File: src/hw/wgoc_pkg.sv
package wgoc_pkg;
    // ------------------------------------------------------------
    // Register byte offsets
    // ------------------------------------------------------------
    localparam logic [7:0] OFS_POLARITY = 8'h00;
    localparam logic [7:0] OFS_CLKSRC   = 8'h04;
    localparam logic [7:0] OFS_DATASEL  = 8'h08;
    localparam logic [7:0] OFS_STEER    = 8'h0c;
    localparam logic [7:0] OFS_HALT     = 8'h10;
    localparam logic [7:0] OFS_STATUS   = 8'h14;

    // ------------------------------------------------------------
    // Field positions
    // ------------------------------------------------------------
    localparam int POS_IN_LEVEL = 5;
    localparam int POS_SHUTDOWN = 7;
    localparam int POS_RESTART  = 6;
    localparam int POS_BD_LO    = 4;
    localparam int POS_AC_LO    = 2;

    // ------------------------------------------------------------
    // Reset values and encodings
    // ------------------------------------------------------------
    localparam logic [1:0] HALT_LVL_RESET = 2'h1;
    localparam logic [1:0] LVL_HIGH       = 2'h3;
    localparam logic [1:0] LVL_LOW        = 2'h2;
    localparam logic [1:0] LVL_TRI        = 2'h1;
    localparam logic [1:0] LVL_INACTIVE   = 2'h0;
    localparam logic [3:0] SRC_LAST       = 4'hd;
    localparam logic [1:0] AXI_OKAY       = 2'h0;
    localparam logic [1:0] AXI_SLVERR     = 2'h2;

    typedef enum logic [2:0] {
        MODE_ASYNC_STEER = 3'b000,
        MODE_SYNC_STEER  = 3'b001,
        MODE_FWD_FULL    = 3'b010,
        MODE_REV_FULL    = 3'b011,
        MODE_HALF        = 3'b100,
        MODE_PUSH_PULL   = 3'b101
    } wgoc_mode_t;

    typedef struct packed {
        logic [3:0] value;
        logic [3:0] en;
    } wgoc_steer_t;

    typedef struct packed {
        logic [3:0] drive;
        logic [3:0] oe;
    } wgoc_pins_t;
endpackage

File: src/hw/wgoc_top.sv
`timescale 1ns/1ns
module wgoc_top
#(
    parameter int ADDR_W = 8
) (
    input  wire logic              clock_i,
    input  wire logic              arst_n_i,
    input  wire logic [ADDR_W-1:0] s_axi_awaddr_i,
    input  wire logic              s_axi_awvalid_i,
    output logic                   s_axi_awready_o,
    input  wire logic [31:0]       s_axi_wdata_i,
    input  wire logic [3:0]        s_axi_wstrb_i,
    input  wire logic              s_axi_wvalid_i,
    output logic                   s_axi_wready_o,
    output logic [1:0]             s_axi_bresp_o,
    output logic                   s_axi_bvalid_o,
    input  wire logic              s_axi_bready_i,
    input  wire logic [ADDR_W-1:0] s_axi_araddr_i,
    input  wire logic              s_axi_arvalid_i,
    output logic                   s_axi_arready_o,
    output logic [31:0]            s_axi_rdata_o,
    output logic [1:0]             s_axi_rresp_o,
    output logic                   s_axi_rvalid_o,
    input  wire logic              s_axi_rready_i,
    input  wire logic [13:0]       data_sources_i,
    input  wire logic              gen_enable_i,
    input  wire logic [2:0]        gen_mode_i,
    input  wire logic              shutdown_cond_i,
    input  wire logic              deadband_done_i,
    output wgoc_pkg::wgoc_pins_t   wave_pins_o,
    output logic                   clk_src_hf_o,
    output logic                   generator_irq_flag_o
);
    import wgoc_pkg::*;

    // ------------------------------------------------------------
    // Registers
    // ------------------------------------------------------------
    logic [3:0]  out_invert;
    logic        clk_src_sel;
    logic [3:0]  data_source_sel;
    wgoc_steer_t steer;
    logic [3:0]  steer_active_en;
    logic        shutdown;
    logic        restart_en;
    logic [1:0]  bd_halt_level;
    logic [1:0]  ac_halt_level;
    logic        resume_wait;
    logic        data_in;
    logic        data_prev;
    logic        shutdown_prev;

    // ------------------------------------------------------------
    // AXI4-Lite write channel
    // ------------------------------------------------------------
    logic              aw_held;
    logic              w_held;
    logic [ADDR_W-1:0] aw_addr;
    logic [31:0]       w_data;
    logic              w_lane0;
    logic              do_write;
    logic              wr_hit;
    assign do_write = aw_held && w_held && !s_axi_bvalid_o;
    always_ff @(posedge clock_i or negedge arst_n_i) begin
        if (!arst_n_i) begin
            aw_held <= 1'b0;
            w_held  <= 1'b0;
            aw_addr <= '0;
            w_data  <= '0;
            w_lane0 <= 1'b0;
        end else begin
            if (s_axi_awvalid_i && s_axi_awready_o) begin
                aw_held <= 1'b1;
                aw_addr <= s_axi_awaddr_i;
            end else if (do_write) begin
                aw_held <= 1'b0;
            end
            if (s_axi_wvalid_i && s_axi_wready_o) begin
                w_held  <= 1'b1;
                w_data  <= s_axi_wdata_i;
                w_lane0 <= s_axi_wstrb_i[0];
            end else if (do_write) begin
                w_held <= 1'b0;
            end
        end
    end
    // Registered readies: low a cycle after each take, never ahead of state
    always_ff @(posedge clock_i or negedge arst_n_i) begin
        if (!arst_n_i) begin
            s_axi_awready_o <= 1'b0;
            s_axi_wready_o  <= 1'b0;
            s_axi_arready_o <= 1'b0;
        end else begin
            s_axi_awready_o <= !aw_held && !s_axi_bvalid_o && !do_write
                               && !(s_axi_awvalid_i && s_axi_awready_o);
            s_axi_wready_o  <= !w_held && !s_axi_bvalid_o && !do_write
                               && !(s_axi_wvalid_i && s_axi_wready_o);
            s_axi_arready_o <= !s_axi_rvalid_o && !(s_axi_arvalid_i && s_axi_arready_o);
        end
    end
    always_comb begin
        unique case (aw_addr[7:0])
            OFS_POLARITY, OFS_CLKSRC, OFS_DATASEL,
            OFS_STEER, OFS_HALT, OFS_STATUS: wr_hit = 1'b1;
            default:                         wr_hit = 1'b0;
        endcase
    end

    always_ff @(posedge clock_i or negedge arst_n_i) begin
        if (!arst_n_i) begin
            s_axi_bvalid_o <= 1'b0;
            s_axi_bresp_o  <= AXI_OKAY;
        end else if (do_write) begin
            s_axi_bvalid_o <= 1'b1;
            s_axi_bresp_o  <= wr_hit ? AXI_OKAY : AXI_SLVERR;
        end else if (s_axi_bready_i) begin
            s_axi_bvalid_o <= 1'b0;
        end
    end
    logic wr_lane0;
    assign wr_lane0 = do_write && w_lane0;
    // ------------------------------------------------------------
    // Control registers
    // ------------------------------------------------------------
    // upper bits dropped
    always_ff @(posedge clock_i or negedge arst_n_i) begin
        if (!arst_n_i) begin
            out_invert      <= '0;
            clk_src_sel     <= 1'b0;
            data_source_sel <= '0;
            steer           <= '0;
            restart_en      <= 1'b0;
            bd_halt_level   <= HALT_LVL_RESET;
            ac_halt_level   <= HALT_LVL_RESET;
        end else if (wr_lane0) begin
            unique case (aw_addr[7:0])
                OFS_POLARITY: out_invert <= w_data[3:0];
                OFS_CLKSRC:   clk_src_sel <= w_data[0];
                OFS_DATASEL:  data_source_sel <= w_data[3:0];
                OFS_STEER:    steer <= w_data[7:0];
                OFS_HALT: begin
                    restart_en    <= w_data[POS_RESTART];
                    bd_halt_level <= w_data[POS_BD_LO +: 2];
                    ac_halt_level <= w_data[POS_AC_LO +: 2];
                end
                default: ;
            endcase
        end
    end

    // ------------------------------------------------------------
    // Data input selection and edge
    // ------------------------------------------------------------
    logic data_rise;
    always_ff @(posedge clock_i or negedge arst_n_i) begin
        if (!arst_n_i) begin
            data_in   <= 1'b0;
            data_prev <= 1'b0;
        end else begin
            data_in   <= (data_source_sel <= SRC_LAST) ?
                         data_sources_i[data_source_sel] : 1'b0;
            data_prev <= data_in;
        end
    end
    assign data_rise = data_in && !data_prev;
    always_ff @(posedge clock_i or negedge arst_n_i) begin
        if (!arst_n_i) begin
            clk_src_hf_o <= 1'b0;
        end else begin
            clk_src_hf_o <= clk_src_sel;
        end
    end
    // ------------------------------------------------------------
    // Steering enable buffering
    // ------------------------------------------------------------
    // sync mode loads on edge
    always_ff @(posedge clock_i or negedge arst_n_i) begin
        if (!arst_n_i) begin
            steer_active_en <= '0;
        end else if (gen_mode_i != MODE_SYNC_STEER || data_rise) begin
            steer_active_en <= steer.en;
        end
    end
    // ------------------------------------------------------------
    // Shutdown status
    // ------------------------------------------------------------
    logic sw_wr_halt;
    assign sw_wr_halt = wr_lane0 && aw_addr[7:0] == OFS_HALT;
    always_ff @(posedge clock_i or negedge arst_n_i) begin
        if (!arst_n_i) begin
            shutdown <= 1'b0;
        end else if (shutdown_cond_i) begin
            shutdown <= 1'b1;
        end else if (sw_wr_halt && w_data[POS_SHUTDOWN]) begin
            shutdown <= 1'b1;
        end else if (restart_en) begin
            shutdown <= 1'b0;
        end else if (sw_wr_halt) begin
            shutdown <= 1'b0;
        end
    end
    always_ff @(posedge clock_i or negedge arst_n_i) begin
        if (!arst_n_i) begin
            resume_wait <= 1'b0;
        end else if (shutdown) begin
            resume_wait <= 1'b1;
        end else if (data_rise) begin
            resume_wait <= 1'b0;
        end
    end
    always_ff @(posedge clock_i or negedge arst_n_i) begin
        if (!arst_n_i) begin
            shutdown_prev        <= 1'b0;
            generator_irq_flag_o <= 1'b0;
        end else begin
            shutdown_prev        <= shutdown;
            generator_irq_flag_o <= shutdown && !shutdown_prev;
        end
    end
    // ------------------------------------------------------------
    // Output conditioning
    // ------------------------------------------------------------
    wgoc_pins_t next_pins;
    logic       halted;
    logic       steer_mode;
    logic [1:0] lvl;
    assign halted     = shutdown || resume_wait;
    assign steer_mode = gen_mode_i == MODE_ASYNC_STEER || gen_mode_i == MODE_SYNC_STEER;
    always_comb begin
        next_pins = '0;
        lvl       = LVL_TRI;
        for (int i = 0; i < 4; i++) begin
            // odd outputs are B and D
            lvl = i[0] ? bd_halt_level : ac_halt_level;
            if (halted) begin
                unique case (lvl)
                    LVL_HIGH: begin
                        next_pins.drive[i] = 1'b1;
                        next_pins.oe[i]    = 1'b1;
                    end
                    LVL_LOW: begin
                        next_pins.drive[i] = 1'b0;
                        next_pins.oe[i]    = 1'b1;
                    end
                    LVL_TRI: ;
                    LVL_INACTIVE: begin
                        next_pins.drive[i] = out_invert[i];
                        next_pins.oe[i]    = deadband_done_i;
                    end
                endcase
            end else if (steer_mode && !steer_active_en[i]) begin
                next_pins.drive[i] = steer.value[i];
                next_pins.oe[i]    = gen_enable_i;
            end else begin
                next_pins.drive[i] = data_in ^ out_invert[i];
                next_pins.oe[i]    = gen_enable_i;
            end
        end
    end
    always_ff @(posedge clock_i or negedge arst_n_i) begin
        if (!arst_n_i) begin
            wave_pins_o <= '0;
        end else begin
            wave_pins_o <= next_pins;
        end
    end
    // ------------------------------------------------------------
    // AXI4-Lite read channel
    // ------------------------------------------------------------
    logic [7:0] rd_byte;
    logic       rd_hit;
    always_comb begin
        rd_byte = '0;
        rd_hit  = 1'b1;
        unique case (s_axi_araddr_i[7:0])
            OFS_POLARITY: rd_byte = {2'h0, data_in, 1'b0, out_invert};
            OFS_CLKSRC:   rd_byte = {7'h00, clk_src_sel};
            OFS_DATASEL:  rd_byte = {4'h0, data_source_sel};
            OFS_STEER:    rd_byte = steer;
            OFS_HALT:     rd_byte = {shutdown, restart_en, bd_halt_level,
                                     ac_halt_level, 2'h0};
            OFS_STATUS:   rd_byte = {4'h0, steer_active_en};
            default:      rd_hit  = 1'b0;
        endcase
    end

    always_ff @(posedge clock_i or negedge arst_n_i) begin
        if (!arst_n_i) begin
            s_axi_rvalid_o <= 1'b0;
            s_axi_rdata_o  <= '0;
            s_axi_rresp_o  <= AXI_OKAY;
        end else if (s_axi_arvalid_i && s_axi_arready_o) begin
            s_axi_rvalid_o <= 1'b1;
            s_axi_rdata_o  <= {24'h000000, rd_byte};
            s_axi_rresp_o  <= rd_hit ? AXI_OKAY : AXI_SLVERR;
        end else if (s_axi_rready_i) begin
            s_axi_rvalid_o <= 1'b0;
        end
    end
endmodule

File: config.mk
export PLATFORM = sky130hd
export DESIGN_NAME = wgoc_top
export DESIGN_NICKNAME = d
export VERILOG_FILES = /design/src/hw/wgoc_pkg.sv /design/src/hw/wgoc_top.sv
export SDC_FILE = /design/constraint.sdc
export NUM_CORES = 1
export LEC_CHECK = 0
export ABC_CLOCK_PERIOD_IN_PS = 2350
export BUFFER_PORTS_ARGS = -buffer_cell sky130_fd_sc_hd__buf_2
export CAP_MARGIN = 20
export CORE_MARGIN = 4
export CORE_UTILIZATION = 51
export CTS_BUF_LIST = sky130_fd_sc_hd__clkbuf_4
export DETAILED_ROUTE_END_ITERATION = 10
export GPL_TIMING_DRIVEN = 0
export PLACE_DENSITY = 0.82
export SYNTH_ARGS = -nofsm -noshare
export SYNTH_HDL_FRONTEND = slang
export SYNTH_SLANG_ARGS = --single-unit
File: constraint.sdc
create_clock -name clock_i -period 2.35 [get_ports clock_i]
set_input_delay 0.47 -clock clock_i [delete_from_list [all_inputs] [get_ports clock_i]]
set_output_delay 0.47 -clock clock_i [all_outputs]
set_load 0.02 [all_outputs]
==> impl_metrics.yaml, run 1 <==
synthesis:
  synth.cells.most_frequent: "dfrtp_1, mux2_2, buf_4, nand2_1, a21oi_1"
  yosysWarnings: 0
  synthCells: 303
  synth_area_leaders: "dfrtp_1, mux2_2, buf_4"
  synth.largest_area_cell: "dfrtp_1"
  yosysUniqueCellTypes: 45
  yosysTopAreaCellShare_pct: 49.8
  ys_seq_elements: 73
  ys_seq_area_share_pct: 51.3
  synth_ff_type: "dfrtp_1"
  ys_async_sr_fraction_pct: 100
  avgSynthCellArea_sq_um: 11.8
  synth_edf_count: 0
  yosysMostFrequentCell: "dfrtp_1"
  netlist_area_sq_um: 3570
placed_design:
  pre_cts_slack_ns: 0.367
  gp_congestion: 0.852
  placed_cells: 500
  io_buffers: 76
  hpwlAfterDp_um: 5550
die:
  ios: 130
  start_util_pct: 52.5
  die_width_um: 91.6
  core_area_sq_um: 6790
  row_count: 30
  dieArea_sq_um: 8400
  die-height_um: 91.6
final_layout:
  area_growth_pct: 21.8
  post_route_cells_drive_above_1_share_pct: 41.2
  finish.utilization_pct: 64.0
  layout.nets: 502
  antenna_cells: 0
  final_cells: 516
  num-fill-cells: 546
grt:
  antenna_found_initial: 0
  grt_max_degree: 74
  grt_pass1_vias: 2639
  track_usage_pct: 18.3
  grt.overflow.total: 0
  grt_pass1_wl_um: 12300
sta:
  maxSlewHeadroom_pct: 41.8
  fin_crit_sh_pct: 85.0
  finalSetupViolations: 0
  setup_tns_ns: 0
  post-route-min-period_ns: 2.00
  tightest_slew_ns: 0.872
  fin_skew_ns: 0.0132
  drv_slew: 0
  rsz0062_at_grt: "no"
  hold_viol_final: 0
  maxClockFrequency_ghz: 0.500
  fin_ws_ns: 0.351
critical_path:
  cpPeakStageDelay_ns: 0.55
  cp-end-kind: "flop"
  required_ns: 2.65
  path_max_fanout: 8
  cp_slowest_cell: "nor3_2"
  crit_chain: "and3b_1 -> buf_4 -> nand4_1 -> nor3_2 -> mux2_2"
  crit_family: "simple AND/OR/NAND/NOR gates"
  critPathArrivalTime_ns: 2.30
  cp_num_buf_inv: 1
  start_kind: "flop"
  path_class: "reg -> reg"
route:
  dr.pass1.iters: 4
  drt_first_iter_violations: 89
  drc: 0
  dr_wl_met2_um: 3500
  top_layer: "met4"
  wl_met1_um: 3090
  routed_wl_um: 7160
  detail-route-antenna-nets: 0
  via_count: 2572
  wl_met3_um: 421
  wl_per_cell_um: 13.9
  vias_per_cell: 4.98
clocking:
  h-tree-depth: 3
  post_cts_resized: 0
  max-clock-path-buffers: 2
  clkSinkCount: 73
  cts_tree: "built"
  insertion_delay_ns: 0.41
  cts_setup_buffers: 0
  holdBufCountCts: 0
  cts_buffers: 9
  clk_pin_slew_ns: 0.12
  root_buffer: "clkbuf_4"
power_and_ir_drop:
  power_density_nw_per_um2: 838
  ir_drop_v: 0.000601
  power_leakage_nw: 2.15
  total_power_mw: 3.64
worst_hold_path:
  hp-class: "in -> async"
outcome:
  status: "finished clean"
job:
  drv_cap: 0
==> where the power goes <==
group / switching [mW] / internal [mW] / leakage, nW / total, mW
Clock: 0.432 / 0.547 / 0.0964 / 0.979
Combinational: 0.439 / 0.440 / 1.13 / 0.879
Sequential: 0.253 / 1.53 / 0.928 / 1.78
Total: 1.12 / 2.52 / 2.15 / 3.64
==> layer usage <==
layer	up-vias	global-route usage [%]
li1	1257	-
met1	1211	23.1
met2	93	30.6
met3	11	3.53
met4	0	7.79
met5	-	0
==> flip-flops by register name, summed over array words and instances, names as in the netlist, 2 cells and up <==
name,cells
steer_active_en,4
aw_addr,8
s_axi_rdata_o,8
w_data,8
data_source_sel,4
out_invert,4
ac_halt_level,2
steer,8
bd_halt_level,2
wave_pins_o,6
==> worst paths after layout <==
check,start,to,slack (ns),cells past startpoint
worst max-delay path,s_axi_bvalid_o$_DFFE_PN0P_,steer[1]$_DFFE_PN0P_,0.35,5
worst min-delay path,arst_n_i,s_axi_rdata_o[2]$_DFFE_PN0P_,0.16,1
worst max register to register,s_axi_bvalid_o$_DFFE_PN0P_,steer[1]$_DFFE_PN0P_,0.35,5
worst min register to register,shutdown_prev$_DFF_PN0_,generator_irq_flag_o$_DFF_PN0_,0.40,1
max in group asynchronous,arst_n_i,aw_addr[5]$_DFFE_PN0P_,1.62,1
min in group clock_i,s_axi_bready_i,s_axi_bvalid_o$_DFFE_PN0P_,0.21,2
==> per-stage QoR <==
stage | area (sq um) | hold slack [ns]
2_1_floorplan | 3660 | 0.174
3_3_place_gp | 4160 | 0.382
3_5_place_dp | 4170 | 0.389
4_1_cts | 4350 | 0.182
5_1_grt | 4350 | 0.170
6_report | 4350 | 0.156
==> logic make-up (layout without fill, tap and decap cells) <==
family / count (synthesis) / count (layout) / share of synthesized area [%]
fa+ha+maj: 8 / 8 / 2.81
buf+inv: 45 / 137 / 7.99
flops: 73 / 73 / 51.3
simple gates: 66 / 66 / 9.78
compound gates: 51 / 51 / 8.98
other cells: 1 / 26 / 0.105
mux: 55 / 55 / 18.1
xor+xnor: 4 / 4 / 0.982
==> layout by cell type (no fill, tap or decap), types with 2 or more instances in the layout <==
cell type  synthesis  layout
nand2b_1           5       5
a221oi_1           2       2
nor2_1            12      12
o21ai_0           11      11
ha_1               8       8
xnor2_1            4       4
a22oi_1            3       3
dfrtp_1           71      71
nand2_1           16      16
clkbuf_1           6       6
conb_1             1      26
a31oi_1            2       2
o22ai_1            4       4
a211oi_1           6       6
bufinv_16          0       3
nand4_1            2       2
mux2_2            40      40
nand3_1            2       2
clkbuf_4           0      10
nor2b_1            4       4
dfstp_2            2       2
buf_4             29      30
mux2i_1            9       9
mux2_4             4       4
a21oi_1           14      14
clkinv_2           0       2
inv_1              9       9
buf_2              0      75
mux4_2             2       2
nor3b_1            3       3
o31ai_1            4       4
nor3_1            11      11
==> worst reg2reg max path: stages, from the launching register on <==
cell and delay, ns:
dfrtp_1 0.44, and3b_1 0.22, buf_4 0.14, nand4_1 0.13, nor3_2 0.55, mux2_2 0.41
==> final cells by class <==
class / instances / area [sq um] / share of cell area [%]
flip-flops and latches: 73 / 1830 / 42.1
clock buffers: 10 / 75.1 / 1.73
repair buffers: 76 / 383 / 8.81
clock inverters: 6 / 108 / 2.47
multi-input cells: 210 / 1550 / 35.6
plain buffers: 36 / 251 / 5.78
inverters: 9 / 33.8 / 0.777
well taps: 96 / 120 / 2.76
(Power assumes the default switching activity.)
==> run 2, diff against run 1 <==
--- a/config.mk
+++ b/config.mk
@@ -13,7 +13,9 @@
 export CTS_BUF_LIST = sky130_fd_sc_hd__clkbuf_4
 export DETAILED_ROUTE_END_ITERATION = 10
 export GPL_TIMING_DRIVEN = 0
-export PLACE_DENSITY = 0.82
+export PLACE_DENSITY_LB_ADDON = 0.05
+export SETUP_SLACK_MARGIN = 0.5
+export SKIP_CTS_REPAIR_TIMING = 1
 export SYNTH_ARGS = -nofsm -noshare
 export SYNTH_HDL_FRONTEND = slang
 export SYNTH_SLANG_ARGS = --single-unit
==> run 2 against run 1 <==
  * Clock power decreased by 24%
  * Combinational power grew 7.4%
  * Cell count increased by 0.97%
  * Clock-buffer cell count stayed put
  * Largest power group unchanged
==> impl_metrics.yaml, run 2 (synthesized netlist as in run 1, its figures left out) <==
outcome:
  status: "finished clean"
final_layout:
  regArea_sq_um: 1830
  area_growth_pct: 22.7
  post_route_cells_drive_above_1_share_pct: 42.6
  multi_input_area_sq_um: 1580
  mostFrequentLayoutCells: "buf_2, dfrtp_1, mux2_2"
  layout.nets: 507
  antenna_cells: 0
  num-fill-cells: 566
  final_common_cell: "buf_2"
clocking:
  clk_pin_slew_ns: 0.11
  cts_buffers: 9
  clkSinkCount: 73
  root_buffer: "clkbuf_4"
  cts_tree: "built"
  insertion_delay_ns: 0.39
  max-clock-path-buffers: 2
  h-tree-depth: 3
route:
  routed_wl_um: 7080
  drt_first_iter_violations: 78
  detail-route-antenna-nets: 0
  via_count: 2571
  drc: 0
  vias_per_cell: 4.93
  dr.pass1.iters: 4
  wl_per_cell_um: 13.6
sta:
  finalSetupViolations: 0
  fin_skew_ns: 0.0131
  setup_tns_ns: 0
  maxSlewHeadroom_pct: 40.3
  post-route-min-period_ns: 1.86
  maxClockFrequency_ghz: 0.536
  fin_crit_sh_pct: 79.3
  rsz0062_at_grt: "yes"
  hold_viol_final: 0
  drv_slew: 0
  tightest_slew_ns: 0.896
placed_design:
  io_buffers: 76
  hpwlAfterDp_um: 5440
  gp_congestion: 0.829
worst_hold_path:
  hp-class: "in -> async"
power_and_ir_drop:
  total_power_mw: 3.46
  power_density_nw_per_um2: 791
  ir_drop_v: 0.000690
  power_leakage_nw: 2.17
grt:
  grt.busiest_layer: "met2"
  gr-usage-met3_pct: 4.02
  antenna_found_initial: 0
  grt_max_degree: 74
  met1_usage_pct: 24.3
  grt_pass1_wl_um: 12000
  grt_use_met2_pct: 28.1
  grt_pass1_vias: 2514
  grt.overflow.total: 0
  track_usage_pct: 17.9
critical_path:
  cp_common_cell: "buf_6"
  cp_num_buf_inv: 2
  required_ns: 2.63
  cp_slowest_cell: "or4_4"
  start_kind: "flop"
  path_class: "reg -> reg"
  crit_chain: "and3b_1 -> buf_6 -> nand3_4 -> or4_4 -> buf_6 -> mux2_4"
  critPathArrivalTime_ns: 2.14
  cpPeakStageDelay_ns: 0.49
  path_max_fanout: 4
  cp-end-kind: "flop"
  crit_family: "simple AND/OR/NAND/NOR gates"
die:
  dieArea_sq_um: 8400
  core_area_sq_um: 6790
  die-height_um: 91.6
  start_util_pct: 52.5
  ios: 130
  die_width_um: 91.6
  row_count: 30
job:
  drv_cap: 0
[run 2: cell count changes in the layout (fill, tap and decap cells not counted), sizes merged]
cell / delta
buf: +5
bufinv: -2
clkinv: +1
clkinvlp: +1
[run 2: stage by stage]
stage | util, % | instances | hold slack [ns] | setup slack, ns | area, sq um
after detailed placement | 61.4 | 500 | 0.397 | 0.261 | 4170
after CTS | 63.4 | 516 | 0.198 | 0.223 | 4300
final | 64.4 | 521 | 0.167 | 0.485 | 4380
after global routing | 64.4 | 521 | 0.215 | 0.420 | 4380
after floorplan | - | 328 | 0.174 | 0.534 | 3670
after global placement | 61.3 | 500 | 0.382 | 0.271 | 4170
[run 2: report_power, final]
group	switching, mW	internal (mW)	leakage, nW
Sequential	0.246	1.53	0.927
Clock	0.410	0.329	0.0698
Combinational	0.461	0.482	1.18
[run 2: metal layers]
| metal | up-vias | share of wire (%) | wire length [um] |
|---|---|---|---|
| met3 | 7 | 7.3 | 515 |
| met5 | - | 0 | 0 |
| li1 | 1276 | - | - |
| met1 | 1207 | 44 | 3090 |
| met4 | 0 | 1.1 | 77 |
| met2 | 81 | 48 | 3390 |
[run 2: path summary, 6_finish.rpt]
kind	startpoint	slack, ns	cells after the start	end
setup / recovery	s_axi_bvalid_o$_DFFE_PN0P_	0.49	6	data_source_sel[2]$_DFFE_PN0P_
hold / removal	arst_n_i	0.17	1	s_axi_arready_o$_DFF_PN0_
setup reg to reg	s_axi_bvalid_o$_DFFE_PN0P_	0.49	6	data_source_sel[2]$_DFFE_PN0P_
hold reg to reg	shutdown_prev$_DFF_PN0_	0.41	1	generator_irq_flag_o$_DFF_PN0_
max in group asynchronous	arst_n_i	1.52	1	s_axi_bvalid_o$_DFFE_PN0P_
min in group clock_i	s_axi_bready_i	0.23	2	s_axi_bvalid_o$_DFFE_PN0P_
[run 2: worst reg2reg max path, delay by kind of cell (launching register included)]
| family | cells | cell delay [ns] |
|---|---|---|
| muxes | 1 | 0.29 |
| and+or+nand+nor | 3 | 0.79 |
| buffers and inverters | 2 | 0.26 |
| DFF | 1 | 0.41 |
[run 2: final cells by class]
class	instances	share of cell area, %
tap	96	2.74
buffer	36	5.83
clock buffer	10	1.71
multi-input combinational	210	36.2
inverter	9	0.772
timing repair buffer	81	9.60
clock inverter	6	1.34
sequential	73	41.8
==> run 3, diff against run 2 <==
--- a/config.mk
+++ b/config.mk
@@ -5,11 +5,11 @@
 export SDC_FILE = /design/constraint.sdc
 export NUM_CORES = 1
 export LEC_CHECK = 0
-export ABC_CLOCK_PERIOD_IN_PS = 2350
+export ABC_CLOCK_PERIOD_IN_PS = 1500
 export BUFFER_PORTS_ARGS = -buffer_cell sky130_fd_sc_hd__buf_2
 export CAP_MARGIN = 20
 export CORE_MARGIN = 4
-export CORE_UTILIZATION = 51
+export CORE_UTILIZATION = 46
 export CTS_BUF_LIST = sky130_fd_sc_hd__clkbuf_4
 export DETAILED_ROUTE_END_ITERATION = 10
 export GPL_TIMING_DRIVEN = 0
==> constraint.sdc (replaced) <==
create_clock -name clock_i -period 1.5 [get_ports clock_i]
set_input_delay 0.3 -clock clock_i [delete_from_list [all_inputs] [get_ports clock_i]]
set_output_delay 0.3 -clock clock_i [all_outputs]
set_load 0.02 [all_outputs]
==> run 3 against run 2 <==
  * The flow now finishes with violations (setup timing)
  * Register-to-register slack worse by 0.84 ns
  * Sequential share of layout area shrank 7.5 points
  * Global-route usage decreased by 0.78 points
  * Critical path depth down 2
==> impl_metrics.yaml, run 3 (synthesized netlist as in run 1, its figures left out) <==
power_and_ir_drop:
  ir_drop_v: 0.000939
  power_leakage_nw: 2.60
  power_frac_clock_pct: 20.4
  power_frac_comb_pct: 35.6
  total_power_mw: 6.69
  power.sequential.fraction_pct: 44.0
  switchingPower_mw: 2.15
  internal_power_mw: 4.55
  power_density_nw_per_um2: 1250
  swShare_pct: 32.1
clocking:
  root_buffer: "clkbuf_4"
  insertion_delay_ns: 0.41
  cts_buffers: 9
  clk_pin_slew_ns: 0.12
  h-tree-depth: 3
  clkSinkCount: 73
  cts_tree: "built"
  max-clock-path-buffers: 2
grt:
  grt_max_degree: 73
  grt_pass1_wl_um: 12000
  track_usage_pct: 17.1
  grt.overflow.total: 0
  grt_pass1_vias: 2438
  antenna_found_initial: 0
placed_design:
  gp_congestion: 0.782
  pre_cts_slack_ns: -0.544
  hpwlAfterDp_um: 5610
  io_buffers: 76
  post_dp_cell_area_sq_um: 4460
sta:
  finalSetupViolations: 17
  hold_viol_final: 0
  post-route-min-period_ns: 1.85
  tightest_slew_ns: 0.516
  maxClockFrequency_ghz: 0.540
  fin_crit_sh_pct: 123
  rsz0062_at_grt: "yes"
  drv_slew: 0
  maxSlewHeadroom_pct: 65.4
  fin_ws_ns: -0.352
  hold_slack_ns: 0.0325
  fin_skew_ns: 0.0120
final_layout:
  post_route_cells_drive_above_1_share_pct: 58.5
  num-fill-cells: 530
  regArea_sq_um: 1840
  final_common_cell: "dfrtp_1"
  stdcell_area_sq_um: 5360
  mostFrequentLayoutCells: "dfrtp_1, buf_4, buf_2"
  finish.utilization_pct: 72.3
  area_growth_pct: 50.2
  multi_input_area_sq_um: 2020
  layout.nets: 535
  antenna_cells: 0
die:
  die-height_um: 96.1
  dieArea_sq_um: 9230
  die_width_um: 96.1
  ios: 130
  start_util_pct: 48.2
  row_count: 31
  core_area_sq_um: 7410
route:
  detail-route-antenna-nets: 0
  drt_first_iter_violations: 63
  routed_wl_um: 8070
  dr.pass1.iters: 4
  wl_per_cell_um: 14.6
  vias_per_cell: 4.89
  via_count: 2699
  drc: 0
critical_path:
  crit_start: "aw_addr[5]$_DFFE_PN0P_"
  setup.worst_path.end: "data_source_sel[3]$_DFFE_PN0P_"
  path_class: "reg -> reg"
  r2r_slack_ns: -0.35
  cp_num_buf_inv: 1
  path_max_fanout: 4
  cpPeakStageDelay_ns: 0.44
  crit_chain: "or3_4 -> or4_4 -> buf_6 -> mux2_4"
  critPathArrivalTime_ns: 2.15
  cp_slowest_cell: "dfrtp_1"
  cp.depth: 4
  crit_family: "simple AND/OR/NAND/NOR gates"
  r2r_end: "data_source_sel[3]$_DFFE_PN0P_"
  ff2ff_path_depth: 4
  required_ns: 1.80
  start_kind: "flop"
  rr_startpoint: "aw_addr[5]$_DFFE_PN0P_"
  cp-end-kind: "flop"
worst_hold_path:
  hp-class: "in -> reg"
  hp-start: "s_axi_bready_i"
outcome:
  violations: "setup timing"
  status: "finished with violations"
job:
  drv_cap: 0
-- run 3: power groups by stage --
stage / sequential (mW) / combinational [mW] / clock [mW]
2_1_floorplan: 2.89 / 1.21 / 0
3_3_place_gp: 2.89 / 1.65 / 0
3_5_place_dp: 2.91 / 1.69 / 0
4_1_cts: 2.87 / 1.70 / 1.40
5_1_grt: 3.02 / 2.57 / 1.51
6_report: 2.94 / 2.38 / 1.37
-- run 3: final cells by class --
| class | instances | area share, % |
|---|---|---|
| clock buffer | 10 | 1.40 |
| inverter | 9 | 0.630 |
| tap | 99 | 2.31 |
| timing repair buffer | 109 | 15.9 |
| multi-input combinational | 210 | 37.7 |
| clock inverter | 6 | 1.52 |
| buffer | 36 | 6.23 |
| sequential | 73 | 34.3 |
-- run 3: how the worst min path moves through the flow --
stage,slack (ns),endpoint,cells past startpoint
after floorplan,0.004,ac_halt_level[1]$_DFFE_PN0P_,0
after global placement,0.38,generator_irq_flag_o$_DFF_PN0_,1
after detailed placement,0.1,s_axi_rvalid_o$_DFFE_PN0P_,1
after CTS,-0.35,s_axi_rvalid_o$_DFFE_PN0P_,1
after global routing,0.04,s_axi_bvalid_o$_DFFE_PN0P_,2
final,0.03,s_axi_bvalid_o$_DFFE_PN0P_,2
-- run 3: worst register-to-register path, delay by kind of cell, from the launching register on --
family | cells | cell delay (ns)
buf+inv | 1 | 0.15
flops | 1 | 0.44
simple gates | 2 | 0.87
mux | 1 | 0.28
-- run 3: per-stage QoR --
step / cells / TNS (ns)
2_1_floorplan: 328 / -4.54
3_3_place_gp: 503 / -31.48
3_5_place_dp: 504 / -9.23
4_1_cts: 520 / -9.79
5_1_grt: 552 / -5.74
6_report: 552 / -4.36
-- run 3: layer usage --
layer | part of all wire (%) | GRT usage (%)
met4 | 1.8 | 7.11
met2 | 48 | 26.5
met5 | 0 | 0
met3 | 5.8 | 2.74
met1 | 45 | 23.9
